==> config.mk <==
export PLATFORM = sky130hd
export DESIGN_NAME = front_panel
export DESIGN_NICKNAME = d
export VERILOG_FILES = /design/src/hdl/front_panel_pkg.sv /design/src/hdl/line_activity.sv /design/src/hdl/front_panel.sv
export SDC_FILE = /design/constraint.sdc
export NUM_CORES = 1
export LEC_CHECK = 0
export BUFFER_PORTS_ARGS = -buffer_cell sky130_fd_sc_hd__buf_4
export CORE_AREA = 2 2 162 164
export CTS_BUF_LIST = sky130_fd_sc_hd__clkbuf_4
export CTS_CLUSTER_SIZE = 16
export DETAILED_ROUTE_END_ITERATION = 6
export DIE_AREA = 0 0 164 166
export PLACE_DENSITY = 0.5
export SYNTH_ARGS = -nofsm -noshare
export SYNTH_HDL_FRONTEND = slang
export SYNTH_HIERARCHICAL = 1
export SYNTH_SLANG_ARGS = --single-unit
==> constraint.sdc <==
create_clock -name clk -period 2.9 [get_ports clk]
set_clock_uncertainty 0.1 [all_clocks]
set_input_delay 0.87 -clock clk [delete_from_list [all_inputs] [get_ports clk]]
set_output_delay 0.87 -clock clk [all_outputs]
set_load 0.05 [all_outputs]
==> src/hdl/front_panel_pkg.sv <==
// holds constants, register offsets, carrier structs and state types for the front-panel indicator logic
// assumes a single 25 MHz system clock and core flags that are already synchronous to it
// Contract
// the system health lamp is green while the system runs with no detected fault.
// the system health lamp is yellow on a detected fault and while status is still pending after reset.
// the system health lamp is dark during reset and while the system has failed.
// the sync lamp is on only while receive framing is found and the unit is synchronized to the far unit.
// the composite clock lamp is on only while both receive and transmit clocks are present.
// the composite receive data lamp is on while the receive data line toggles and off when it sits still.
// the composite transmit data lamp is on while the transmit data line toggles and off when it sits still.
// the composite loop lamp is steady on while the local port is in transmit or receive loopback.
// the composite loop lamp flashes with a one second period while the far port is in loopback.
// a hot-inserted port card is asked to be reprogrammed from the working copy, without stalling other traffic.
// a clock or data line counts as idle after a fixed window with no transition, and any transition restarts it.
// the flash cadence comes from a free-running divider cleared by reset so that all flashing is in phase.
package front_panel_pkg;

	// clock and timing
	localparam int CLK_HZ             = 25_000_000;
	localparam int CLK_KHZ            = CLK_HZ / 1000;
	localparam int CLK_MHZ            = CLK_HZ / 1_000_000;
	localparam int FLASH_PERIOD_MS    = 1000;
	localparam int FLASH_HALF_DEFAULT = (CLK_KHZ * FLASH_PERIOD_MS) / 2;
	localparam int ACT_WINDOW_US      = 10000;
	localparam int ACT_WINDOW_DEFAULT = CLK_MHZ * ACT_WINDOW_US;
	localparam int FLASH_CNT_W        = 24;
	localparam int ACT_CNT_W          = 18;

	// register port
	localparam int ADDR_W = 8;
	localparam int DATA_W = 32;
	localparam logic [ADDR_W-1:0] OFF_INDICATOR  = 8'h00;
	localparam logic [ADDR_W-1:0] OFF_IRQ_STATUS = 8'h04;
	localparam logic [ADDR_W-1:0] OFF_IRQ_MASK   = 8'h08;
	localparam logic [ADDR_W-1:0] OFF_CONTROL    = 8'h0c;

	// port cards and watched composite lines
	localparam int CARDS       = 4;
	localparam int LINES       = 4;
	localparam int LN_TX_DATA  = 0;
	localparam int LN_RX_DATA  = 1;
	localparam int LN_TX_CLK   = 2;
	localparam int LN_RX_CLK   = 3;

	typedef enum logic [3:0] {
		HS_PENDING = 4'h1,
		HS_GOOD    = 4'h2,
		HS_FAULT   = 4'h4,
		HS_DEAD    = 4'h8
	} health_e;

	typedef struct packed {
		logic loop;
		logic tx_data;
		logic rx_data;
		logic clock;
		logic sync;
		logic yellow;
		logic green;
	} led_s;

	typedef struct packed {
		logic card_inserted;
		logic clock_lost;
		logic sync_lost;
		logic fault;
	} irq_s;
	localparam int IRQ_W = $bits(irq_s);

	typedef struct packed {
		logic lamp_test;
	} ctrl_s;
	localparam int CTRL_W = $bits(ctrl_s);

	typedef struct packed {
		logic pending;
		logic fault;
		logic failed;
		logic framing_locked;
		logic local_tx_loop;
		logic local_rx_loop;
		logic remote_loop;
	} core_s;

	typedef struct packed {
		logic rx_clk;
		logic tx_clk;
		logic rx_data;
		logic tx_data;
	} comp_s;

	typedef struct packed {
		logic [ADDR_W-1:0] addr;
		logic [DATA_W-1:0] wr_data;
		logic              wr_en;
		logic              rd_en;
	} reg_req_s;

	typedef struct packed {
		logic                 prev;
		logic                 active;
		logic [ACT_CNT_W-1:0] cnt;
	} act_s;

	typedef struct packed {
		health_e              health;
		led_s                 leds;
		logic [CARDS-1:0]     reprogram;
		logic [FLASH_CNT_W-1:0] flash_cnt;
		logic                 flash_phase;
		logic [IRQ_W-1:0]     irq_status;
		logic [IRQ_W-1:0]     irq_mask;
		ctrl_s                ctrl;
		logic [DATA_W-1:0]    rd_data;
		logic                 irq;
		logic                 prev_locked;
		logic                 prev_clk_ok;
		logic                 prev_fault;
		logic [CARDS-1:0]     prev_present;
	} panel_s;

	localparam panel_s PANEL_RESET = '{health: HS_PENDING, default: '0};
	localparam act_s   ACT_RESET   = '{default: '0};

endpackage : front_panel_pkg

==> src/hdl/line_activity.sv <==
// holds the transition watcher for one composite clock or data line
// assumes the line is already synchronous to clk
`timescale 1ns/1ps
module line_activity #(
	parameter int WINDOW_CYCLES = front_panel_pkg::ACT_WINDOW_DEFAULT
) (
	input  wire logic clk,
	input  wire logic rst_b,
	input  wire logic line,
	output logic      active
);
	import front_panel_pkg::*;

	act_s q;
	act_s d;

	// any edge reloads the window, a quiet window clears the flag
	always_comb begin
		d = q;
		d.prev = line;
		if (line != q.prev) begin
			d.cnt    = ACT_CNT_W'(WINDOW_CYCLES - 1);
			d.active = 1'b1;
		end else if (q.cnt != '0) begin
			d.cnt = q.cnt - 1'b1;
		end else begin
			d.active = 1'b0;
		end
	end

	// state register
	always_ff @(posedge clk or negedge rst_b) begin
		if (!rst_b) begin
			q <= ACT_RESET;
		end else begin
			q <= d;
		end
	end

	assign active = q.active;

	// watcher checks
	AST_EDGE_WAKES: assert property (@(posedge clk) disable iff (!rst_b)
		(line != q.prev) |=> (active && q.cnt == ACT_CNT_W'(WINDOW_CYCLES - 1)))
		else $error("edge did not restart activity window");
	AST_QUIET_SLEEPS: assert property (@(posedge clk) disable iff (!rst_b)
		(q.cnt == '0 && line == q.prev) |=> !active)
		else $error("activity held after quiet window");

endmodule : line_activity

==> src/hdl/front_panel.sv <==
// holds the processor card front-panel indicator logic with its register port and interrupt
// assumes core flags, composite lines and card presence are synchronous to clk
//
// Decided for this implementation: the strobed register port and the address map.
`timescale 1ns/1ps
module front_panel #(
	parameter int FLASH_HALF_CYCLES = front_panel_pkg::FLASH_HALF_DEFAULT,
	parameter int ACT_WINDOW_CYCLES = front_panel_pkg::ACT_WINDOW_DEFAULT
) (
	input  wire logic                                 clk,
	input  wire logic                                 rst_b,
	input  wire front_panel_pkg::core_s               core,
	input  wire front_panel_pkg::comp_s               comp,
	input  wire logic [front_panel_pkg::CARDS-1:0]    card_present,
	input  wire logic [front_panel_pkg::CARDS-1:0]    reprogram_done,
	input  wire front_panel_pkg::reg_req_s            bus,
	output front_panel_pkg::led_s                     leds,
	output logic [front_panel_pkg::CARDS-1:0]         reprogram_req,
	output logic                                      irq,
	output logic [front_panel_pkg::DATA_W-1:0]        rd_data
);
	import front_panel_pkg::*;

	panel_s            q;
	panel_s            d;
	logic [LINES-1:0]  lines;
	logic [LINES-1:0]  activity;
	logic              clk_ok;
	logic              lamp;
	irq_s              ev;
	logic [IRQ_W-1:0]  w1c;
	logic [CARDS-1:0]  inserted;

	// address match shared by write and read decode
	function automatic logic hit(input logic [ADDR_W-1:0] a, input logic [ADDR_W-1:0] off);
		hit = (a == off);
	endfunction : hit

	// rising edge of a level against its last sample
	function automatic logic rising(input logic cur, input logic prev);
		rising = cur & ~prev;
	endfunction : rising

	// watched composite lines in index order
	assign lines = {comp.rx_clk, comp.tx_clk, comp.rx_data, comp.tx_data};

	// one transition watcher per line
	for (genvar i = 0; i < LINES; i++) begin : g_act
		line_activity #(
			.WINDOW_CYCLES (ACT_WINDOW_CYCLES)
		) u_act (
			.clk    (clk),
			.rst_b  (rst_b),
			.line   (lines[i]),
			.active (activity[i])
		);
	end

	// next state of the whole panel
	always_comb begin
		d        = q;
		lamp     = q.ctrl.lamp_test;
		clk_ok   = activity[LN_RX_CLK] & activity[LN_TX_CLK];
		inserted = '0;
		w1c      = '0;
		ev       = '0;

		// health state, failure outranks fault outranks pending
		if (core.failed) begin
			d.health = HS_DEAD;
		end else if (core.fault) begin
			d.health = HS_FAULT;
		end else if (core.pending) begin
			d.health = HS_PENDING;
		end else begin
			d.health = HS_GOOD;
		end

		// free-running flash divider, half period per phase
		if (q.flash_cnt == FLASH_CNT_W'(FLASH_HALF_CYCLES - 1)) begin
			d.flash_cnt   = '0;
			d.flash_phase = ~q.flash_phase;
		end else begin
			d.flash_cnt = q.flash_cnt + 1'b1;
		end

		// bicolor health lamp
		case (d.health)
			HS_GOOD: begin
				d.leds.green  = 1'b1;
				d.leds.yellow = 1'b0;
			end
			HS_PENDING, HS_FAULT: begin
				d.leds.green  = 1'b0;
				d.leds.yellow = 1'b1;
			end
			default: begin
				d.leds.green  = 1'b0;
				d.leds.yellow = 1'b0;
			end
		endcase

		// link lamps
		d.leds.sync    = core.framing_locked;
		d.leds.clock   = clk_ok;
		d.leds.rx_data = activity[LN_RX_DATA];
		d.leds.tx_data = activity[LN_TX_DATA];

		// local loop is steady and wins over the flashing remote indication
		if (core.local_tx_loop || core.local_rx_loop) begin
			d.leds.loop = 1'b1;
		end else if (core.remote_loop) begin
			d.leds.loop = d.flash_phase;
		end else begin
			d.leds.loop = 1'b0;
		end

		// lamp test lights every lamp
		if (lamp) begin
			d.leds = '1;
		end

		// hot-insert reprogram request, insertion wins over a done in the same cycle
		for (int i = 0; i < CARDS; i++) begin
			inserted[i] = rising(card_present[i], q.prev_present[i]);
			if (inserted[i]) begin
				d.reprogram[i] = 1'b1;
			end else if (reprogram_done[i] || !card_present[i]) begin
				d.reprogram[i] = 1'b0;
			end
		end

		// event detection
		ev.fault         = rising(core.fault, q.prev_fault);
		ev.sync_lost     = rising(q.prev_locked, core.framing_locked);
		ev.clock_lost    = rising(q.prev_clk_ok, clk_ok);
		ev.card_inserted = |inserted;
		d.prev_fault     = core.fault;
		d.prev_locked    = core.framing_locked;
		d.prev_clk_ok    = clk_ok;
		d.prev_present   = card_present;

		// register writes
		if (bus.wr_en) begin
			if (hit(bus.addr, OFF_IRQ_STATUS)) begin
				w1c = bus.wr_data[IRQ_W-1:0];
			end else if (hit(bus.addr, OFF_IRQ_MASK)) begin
				d.irq_mask = bus.wr_data[IRQ_W-1:0];
			end else if (hit(bus.addr, OFF_CONTROL)) begin
				d.ctrl = ctrl_s'(bus.wr_data[CTRL_W-1:0]);
			end
		end

		// sticky status, a new event wins over its clear
		d.irq_status = (q.irq_status & ~w1c) | ev;
		d.irq        = |(d.irq_status & d.irq_mask);

		// read data stand only in the cycle after the strobe
		d.rd_data = '0;
		if (bus.rd_en) begin
			if (hit(bus.addr, OFF_INDICATOR)) begin
				d.rd_data = DATA_W'({q.health, q.reprogram, q.flash_phase, q.leds});
			end else if (hit(bus.addr, OFF_IRQ_STATUS)) begin
				d.rd_data = DATA_W'(q.irq_status);
			end else if (hit(bus.addr, OFF_IRQ_MASK)) begin
				d.rd_data = DATA_W'(q.irq_mask);
			end else if (hit(bus.addr, OFF_CONTROL)) begin
				d.rd_data = DATA_W'(q.ctrl);
			end
		end
	end

	// state register; reset leaves every lamp dark
	always_ff @(posedge clk or negedge rst_b) begin
		if (!rst_b) begin
			q <= PANEL_RESET;
		end else begin
			q <= d;
		end
	end

	// outputs straight from the state register
	assign leds          = q.leds;
	assign reprogram_req = q.reprogram;
	assign irq           = q.irq;
	assign rd_data       = q.rd_data;

	// health lamp checks
	AST_GREEN_RUN: assert property (@(posedge clk) disable iff (!rst_b)
		(!q.ctrl.lamp_test && !core.failed && !core.fault && !core.pending)
		|=> (leds.green && !leds.yellow))
		else $error("health lamp not green while running clean");
	AST_YELLOW_FAULT: assert property (@(posedge clk) disable iff (!rst_b)
		(!q.ctrl.lamp_test && !core.failed && (core.fault || core.pending))
		|=> (leds.yellow && !leds.green))
		else $error("health lamp not yellow on fault or pending");
	AST_DARK_FAILED: assert property (@(posedge clk) disable iff (!rst_b)
		(!q.ctrl.lamp_test && core.failed) |=> (!leds.green && !leds.yellow))
		else $error("health lamp lit while failed");
	AST_DARK_RESET: assert property (@(posedge clk)
		(!rst_b) |-> (!leds.green && !leds.yellow))
		else $error("health lamp lit in reset");

	// link lamp checks
	AST_SYNC_LAMP: assert property (@(posedge clk) disable iff (!rst_b)
		(!q.ctrl.lamp_test) |=> (leds.sync == $past(core.framing_locked)))
		else $error("sync lamp does not follow framing");
	AST_CLOCK_LAMP: assert property (@(posedge clk) disable iff (!rst_b)
		(!q.ctrl.lamp_test)
		|=> (leds.clock == $past(activity[LN_RX_CLK] && activity[LN_TX_CLK])))
		else $error("clock lamp not both clocks present");
	AST_RX_LAMP: assert property (@(posedge clk) disable iff (!rst_b)
		(!q.ctrl.lamp_test) |=> (leds.rx_data == $past(activity[LN_RX_DATA])))
		else $error("receive data lamp wrong");
	AST_TX_LAMP: assert property (@(posedge clk) disable iff (!rst_b)
		(!q.ctrl.lamp_test) |=> (leds.tx_data == $past(activity[LN_TX_DATA])))
		else $error("transmit data lamp wrong");

	// loop lamp and cadence checks
	AST_LOCAL_LOOP: assert property (@(posedge clk) disable iff (!rst_b)
		(core.local_tx_loop || core.local_rx_loop) |=> leds.loop)
		else $error("loop lamp not steady in local loopback");
	AST_REMOTE_FLASH: assert property (@(posedge clk) disable iff (!rst_b)
		(!q.ctrl.lamp_test && !core.local_tx_loop && !core.local_rx_loop && core.remote_loop)
		|=> (leds.loop == q.flash_phase))
		else $error("loop lamp not flashing with cadence in remote loopback");
	AST_FLASH_STEP: assert property (@(posedge clk) disable iff (!rst_b)
		(q.flash_cnt == FLASH_CNT_W'(FLASH_HALF_CYCLES - 1))
		|=> (q.flash_phase != $past(q.flash_phase) && q.flash_cnt == '0))
		else $error("flash phase did not toggle at divider wrap");
	AST_FLASH_HOLD: assert property (@(posedge clk) disable iff (!rst_b)
		(q.flash_cnt != FLASH_CNT_W'(FLASH_HALF_CYCLES - 1)) |=> $stable(q.flash_phase))
		else $error("flash phase moved between wraps");

	// hot-insert check
	AST_REPROGRAM: assert property (@(posedge clk) disable iff (!rst_b)
		(|(card_present & ~q.prev_present))
		|=> ((reprogram_req & $past(card_present & ~q.prev_present)) == $past(card_present & ~q.prev_present)))
		else $error("inserted card not flagged for reprogram");
	AST_REPROG_DONE: assert property (@(posedge clk) disable iff (!rst_b)
		(|(reprogram_done & ~(card_present & ~q.prev_present)))
		|=> ((reprogram_req & $past(reprogram_done & ~(card_present & ~q.prev_present))) == '0))
		else $error("reprogram request held after done");
	AST_REPROG_GONE: assert property (@(posedge clk) disable iff (!rst_b)
		(|(~card_present))
		|=> ((reprogram_req & ~$past(card_present)) == '0))
		else $error("reprogram request held for an empty slot");
	AST_REPROG_RISE: assert property (@(posedge clk) disable iff (!rst_b)
		1'b1
		|=> (((reprogram_req & ~$past(reprogram_req)) & ~$past(card_present & ~q.prev_present)) == '0))
		else $error("reprogram request raised without an insertion");

	// interrupt checks, an event wins over its clear
	AST_IRQ_LEVEL: assert property (@(posedge clk) disable iff (!rst_b)
		1'b1
		|-> (irq == |(q.irq_status & q.irq_mask)))
		else $error("interrupt level does not match unmasked status");
	AST_FAULT_EVENT: assert property (@(posedge clk) disable iff (!rst_b)
		(core.fault && !q.prev_fault)
		|=> q.irq_status[0])
		else $error("fault event not latched");
	AST_SYNC_EVENT: assert property (@(posedge clk) disable iff (!rst_b)
		(!core.framing_locked && q.prev_locked)
		|=> q.irq_status[1])
		else $error("sync loss event not latched");
	AST_CLOCK_EVENT: assert property (@(posedge clk) disable iff (!rst_b)
		(!clk_ok && q.prev_clk_ok)
		|=> q.irq_status[2])
		else $error("clock loss event not latched");
	AST_CARD_EVENT: assert property (@(posedge clk) disable iff (!rst_b)
		(|(card_present & ~q.prev_present))
		|=> q.irq_status[3])
		else $error("card insertion event not latched");
	AST_STICKY: assert property (@(posedge clk) disable iff (!rst_b)
		(!bus.wr_en)
		|=> ((q.irq_status & $past(q.irq_status)) == $past(q.irq_status)))
		else $error("status bit dropped without a clear");
	AST_W1C: assert property (@(posedge clk) disable iff (!rst_b)
		(bus.wr_en && bus.addr == OFF_IRQ_STATUS && ev == '0)
		|=> ((q.irq_status & $past(bus.wr_data[IRQ_W-1:0])) == '0))
		else $error("status bit not cleared by a written one");

	// register port checks
	AST_MASK_WRITE: assert property (@(posedge clk) disable iff (!rst_b)
		(bus.wr_en && bus.addr == OFF_IRQ_MASK)
		|=> (q.irq_mask == $past(bus.wr_data[IRQ_W-1:0])))
		else $error("mask write not taken");
	AST_CTRL_WRITE: assert property (@(posedge clk) disable iff (!rst_b)
		(bus.wr_en && bus.addr == OFF_CONTROL)
		|=> (q.ctrl == $past(ctrl_s'(bus.wr_data[CTRL_W-1:0]))))
		else $error("control write not taken");
	AST_RD_IDLE: assert property (@(posedge clk) disable iff (!rst_b)
		(!bus.rd_en)
		|=> (rd_data == '0))
		else $error("read data not zero outside a read");
	AST_RD_MASK: assert property (@(posedge clk) disable iff (!rst_b)
		(bus.rd_en && bus.addr == OFF_IRQ_MASK)
		|=> (rd_data == DATA_W'($past(q.irq_mask))))
		else $error("mask read back wrong");
	AST_RD_STATUS: assert property (@(posedge clk) disable iff (!rst_b)
		(bus.rd_en && bus.addr == OFF_IRQ_STATUS)
		|=> (rd_data == DATA_W'($past(q.irq_status))))
		else $error("status read back wrong");
	AST_RD_CTRL: assert property (@(posedge clk) disable iff (!rst_b)
		(bus.rd_en && bus.addr == OFF_CONTROL)
		|=> (rd_data == DATA_W'($past(q.ctrl))))
		else $error("control read back wrong");
	AST_RD_UNMAPPED: assert property (@(posedge clk) disable iff (!rst_b)
		(bus.rd_en && bus.addr != OFF_INDICATOR && bus.addr != OFF_IRQ_STATUS
			&& bus.addr != OFF_IRQ_MASK && bus.addr != OFF_CONTROL)
		|=> (rd_data == '0))
		else $error("unmapped read not zero");

	// lamp test, dark loop lamp and state sanity
	AST_LAMP_TEST: assert property (@(posedge clk) disable iff (!rst_b)
		q.ctrl.lamp_test
		|=> (leds == '1))
		else $error("lamp test did not light every lamp");
	AST_LOOP_DARK: assert property (@(posedge clk) disable iff (!rst_b)
		(!q.ctrl.lamp_test && !core.local_tx_loop && !core.local_rx_loop && !core.remote_loop)
		|=> !leds.loop)
		else $error("loop lamp lit with no loopback");
	AST_HEALTH_ONEHOT: assert property (@(posedge clk) disable iff (!rst_b)
		1'b1
		|-> $onehot(q.health))
		else $error("health state not one-hot");
	AST_DEAD_STATE: assert property (@(posedge clk) disable iff (!rst_b)
		core.failed
		|=> (q.health == HS_DEAD))
		else $error("failed system not in dead state");
	AST_FLASH_RANGE: assert property (@(posedge clk) disable iff (!rst_b)
		1'b1
		|-> (q.flash_cnt <= FLASH_CNT_W'(FLASH_HALF_CYCLES - 1)))
		else $error("flash divider out of range");

	// main scenarios
	COV_LAMP_TEST: cover property (@(posedge clk) disable iff (!rst_b)
		q.ctrl.lamp_test ##1 (leds == '1));
	COV_REMOTE_FLASH: cover property (@(posedge clk) disable iff (!rst_b)
		core.remote_loop && !core.local_tx_loop && !core.local_rx_loop && $rose(leds.loop));
	COV_CARD_INSERT: cover property (@(posedge clk) disable iff (!rst_b)
		$rose(reprogram_req[0]) ##[1:20] !reprogram_req[0]);
	COV_FAULT_IRQ: cover property (@(posedge clk) disable iff (!rst_b)
		$rose(core.fault) ##[1:3] irq);
	COV_GOOD: cover property (@(posedge clk) disable iff (!rst_b)
		leds.yellow ##1 leds.green);

endmodule : front_panel

==> results.txt <==
Logic depth of the worst setup path including buffers: 7
Number of failing setup endpoints in the final timing report: 0
Kind of path behind the tightest hold check: in -> async
Compound-cell area share of the yosys netlist: 0.1461
Die Height: 166 um
Via count of the first global-routing pass: 5605
Total iterations of the first detailed-routing run: 4
Critical path endpoint category: register
Slew at the pin closest to its max-slew limit: 0.7453 ns
Row count: 59
Placeable core area: 25620 um^2
Leading register cell type out of synthesis: dfrtp_1
Final Worst Setup Slack: 0.5318 ns
Data arrival time of the critical path: 2.72 ns
Global-route wire length before repair: 28.84 mm
Final GP Congestion: 0.7295
Overall routing resource usage: 0.1310
Slowest-stage cell, CP: or4b_2
Initial DRC count: 300
Top cell family by delay on the critical path: simple AND/OR/NAND/NOR gates
Number of vias per cell after detailed routing: 5.013
H-tree depth: 4
Critical path peak fanout: 6
Total vias in the final route: 5900
Share of cells above drive strength 1: 0.1843
Synthesized-area fraction occupied by xor and xnor cells: 0.02464
Launching element of the worst setup path: g_act[0].u_act/q[0]
Worst setup path endpoint: g_act[0].u_act/q[3]
Largest net degree at the start of global routing: 52
Area of the mapped netlist: 7821 um^2
# nets final: 896
Congestion Overflow GR: 0
Startpoint of the lowest-slack register-to-register path: g_act[0].u_act/q[0]
Initial Utilization: 0.3053
Worst r2r dst: g_act[0].u_act/q[3]
Final critical path time including I/O delays and setup: 2.368 ns
Hold buffer count at cts: 0
Post-Syn Instances: 774
Share of synthesized cell area in and, or, nand and nor gates: 0.2326
CTS tree: built
Synthesis-to-finish area growth: 12.61%
Final Cycle Share: 0.8166
Worst-case setup slack after placement: 0.4029 ns
Nature of the critical path startpoint: register
Most used cells in the layout excluding fill and tap cells: dfrtp_1, buf_4, o21ai_0, nor2_1, a21oi_1
Maximum ir drop on the vdd rail: 0.1763 mV
Area of the die: 27220 um^2
Setup fix buffers added after clock tree synthesis: 0
Layout fillers: 2610
Synth async-reset ratio: 1.000
Clock edge transition at the registers on the reported setup and hold paths: 0.15 ns
Mux cell area share after synthesis: 0.02736
Number of buffers inserted during clock tree synthesis: 17
Horizontal extent of the die: 164 um
Flop and latch count out of synthesis: 153
Final max-slew violation count: 0
DP HPWL: 11.99 mm
Buffers and inverters on the worst path: 2
Proportion of synthesized chip area in sequential cells: 0.4897
Number of buffers inserted by port buffering: 62
Remaining DRCs: 0
CTS Root Cell: clkbuf_4
Yosys warning count: 6
Number of gates given a new drive strength after cts: 0
Sequential Area: 3830 um^2
Final Core Density: 0.3438
Top-level port count: 107
Total power density per cell area: 444.5 nW/um^2
Wirelength per Cell: 14.46 um
Slew headroom: 0.4986
Number of cells on the worst reg-to-reg path: 7
Maximum buffer depth of the clock tree: 2
Final hold violation count: 0
Setup tns final: 0 ns
Largest stage delay on the critical path: 0.69 ns
Leakage Power: 3.456 nW
Most common library cell in the layout ignoring fill and taps: dfrtp_1
Reg2reg setup slack: 0.53 ns
Wirelength, routed: 17.02 mm
Clock insertion delay at the later pin of the skew report: 0.57 ns
Cell-by-cell trace of the critical path: inv_1 > ha_1 > or4b_2 > nor2_1 > buf_4 > a2111oi_0 > mux2i_1
Total clock sinks: 153
Post-synth EDFFs: 0
Worst path required time: 3.25 ns
Initial antenna violation count: 1
Avg Cell Area, Syn: 10.10 um^2
Multi-input combinational cell area: 3497 um^2
Max-capacitance violation count: 0
Critical setup path kind: reg -> reg
Outcome: completed
Count of nets left with antenna violations after detail routing: 0
Unique cell type count in the Yosys netlist: 59
Max Clock Freq: 422.3 MHz
Setup repair after global routing missed its margin: false
Share of synthesized cell area in full adder, half adder and majority cells: 0.007999
Dominant combinational cell family by area after synthesis: simple AND/OR/NAND/NOR gates
## through the flow
step	cell area [um^2]	hold slack, ns	power (W)	std cells
3_5_place_dp	8532	0.3352	0.002665	1144
6_report	8807	0.1154	0.003915	1177
5_1_grt	8807	0.1016	0.004139	1177
3_3_place_gp	8532	0.3275	0.002661	1144
4_1_cts	8805	0.09208	0.003999	1176
2_1_floorplan	7878	0.3198	0.002510	789
## cell families after synthesis
group | Yosys count
AO/OA/AOI/OAI | 175
adder cells (fa/ha/maj) | 5
AND/OR/NAND/NOR | 303
other | 1
multiplexers | 20
flip-flops | 153
XOR/XNOR | 22
buffers and inverters | 95
## cell usage after synthesis, types with 5 or more instances
library cell / instances / share of area
dfrtp_1: 152 / 0.49
o21ai_0: 47 / 0.030
buf_4: 43 / 0.041
a21oi_1: 41 / 0.026
nor2_1: 41 / 0.020
nand2_1: 38 / 0.018
nor3_1: 31 / 0.020
or4_1: 29 / 0.028
inv_1: 25 / 0.012
or3_1: 22 / 0.018
and2_1: 21 / 0.017
clkbuf_1: 21 / 0.010
nand3_1: 20 / 0.013
o31ai_1: 20 / 0.019
mux2i_1: 18 / 0.023
nand2b_1: 18 / 0.014
nor4_1: 17 / 0.014
or2_2: 13 / 0.010
xor2_1: 12 / 0.013
xnor2_1: 10 / 0.011
a31oi_1: 9 / 0.0072
nand4_1: 9 / 0.0072
o41ai_1: 9 / 0.010
a2111oi_0: 8 / 0.0090
a21boi_0: 8 / 0.0077
and3_1: 7 / 0.0056
nor2b_1: 6 / 0.0048
buf_6: 5 / 0.0072
ha_1: 5 / 0.0080
nor3_2: 5 / 0.0064
nor4b_1: 5 / 0.0056
o311ai_0: 5 / 0.0056
o31a_1: 5 / 0.0056
## report_power, final
part / internal, W / switching (W) / leakage [nW]
registers: 0.00218 / 0.0000472 / 1.81
clock network: 0.000522 / 0.000778 / 0.138
logic: 0.000136 / 0.000251 / 1.51
## final cells by class
| class | count | area share |
|---|---|---|
| repair buffers | 90 | 0.07856 |
| diodes | 1 | 0.0002841 |
| flip-flops and latches | 153 | 0.4349 |
| clock inverters | 13 | 0.01477 |
| well taps | 335 | 0.04759 |
| clock buffers | 19 | 0.01620 |
| inverters | 25 | 0.01065 |
| multi-input cells | 541 | 0.3971 |
## flip-flops by register name, indices dropped and copies added (netlist names)
| name | cells |
|---|---|
| lamp | 1 |
| reprogram_req | 4 |
| g_act.u_act/q | 76 |
| q | 44 |
| leds | 7 |
| g_act.u_act/active | 4 |
| rd_data | 16 |
| irq | 1 |
## layer usage
layer / track usage / up-vias / part of all wire
met2: 0.1960 / 98 / 0.44
met1: 0.1879 / 2847 / 0.51
met3: 0.02872 / 16 / 0.035
li1: - / 2939 / -
met5: 0 / - / 0
met4: 0.04195 / 0 / 0.013
## worst reg2reg max path, delay by kind of cell (launching register included)
kind | cells | cell delay [ns]
compound gates | 1 | 0.12
buf+inv | 2 | 0.29
flops | 1 | 0.43
simple gates | 2 | 0.95
fa+ha+maj | 1 | 0.22
mux | 1 | 0.16
## worst min-delay path by stage
stage                            to  slack, ns
6_report        g_act[0].u_act/q[7]       0.12
5_1_grt         g_act[0].u_act/q[7]       0.10
4_1_cts        g_act[0].u_act/q[15]       0.09
3_5_place_dp       reprogram_req[2]       0.34
3_3_place_gp       reprogram_req[1]       0.33
2_1_floorplan      reprogram_req[0]       0.32
Note: power is estimated with default switching activity, not from simulation.
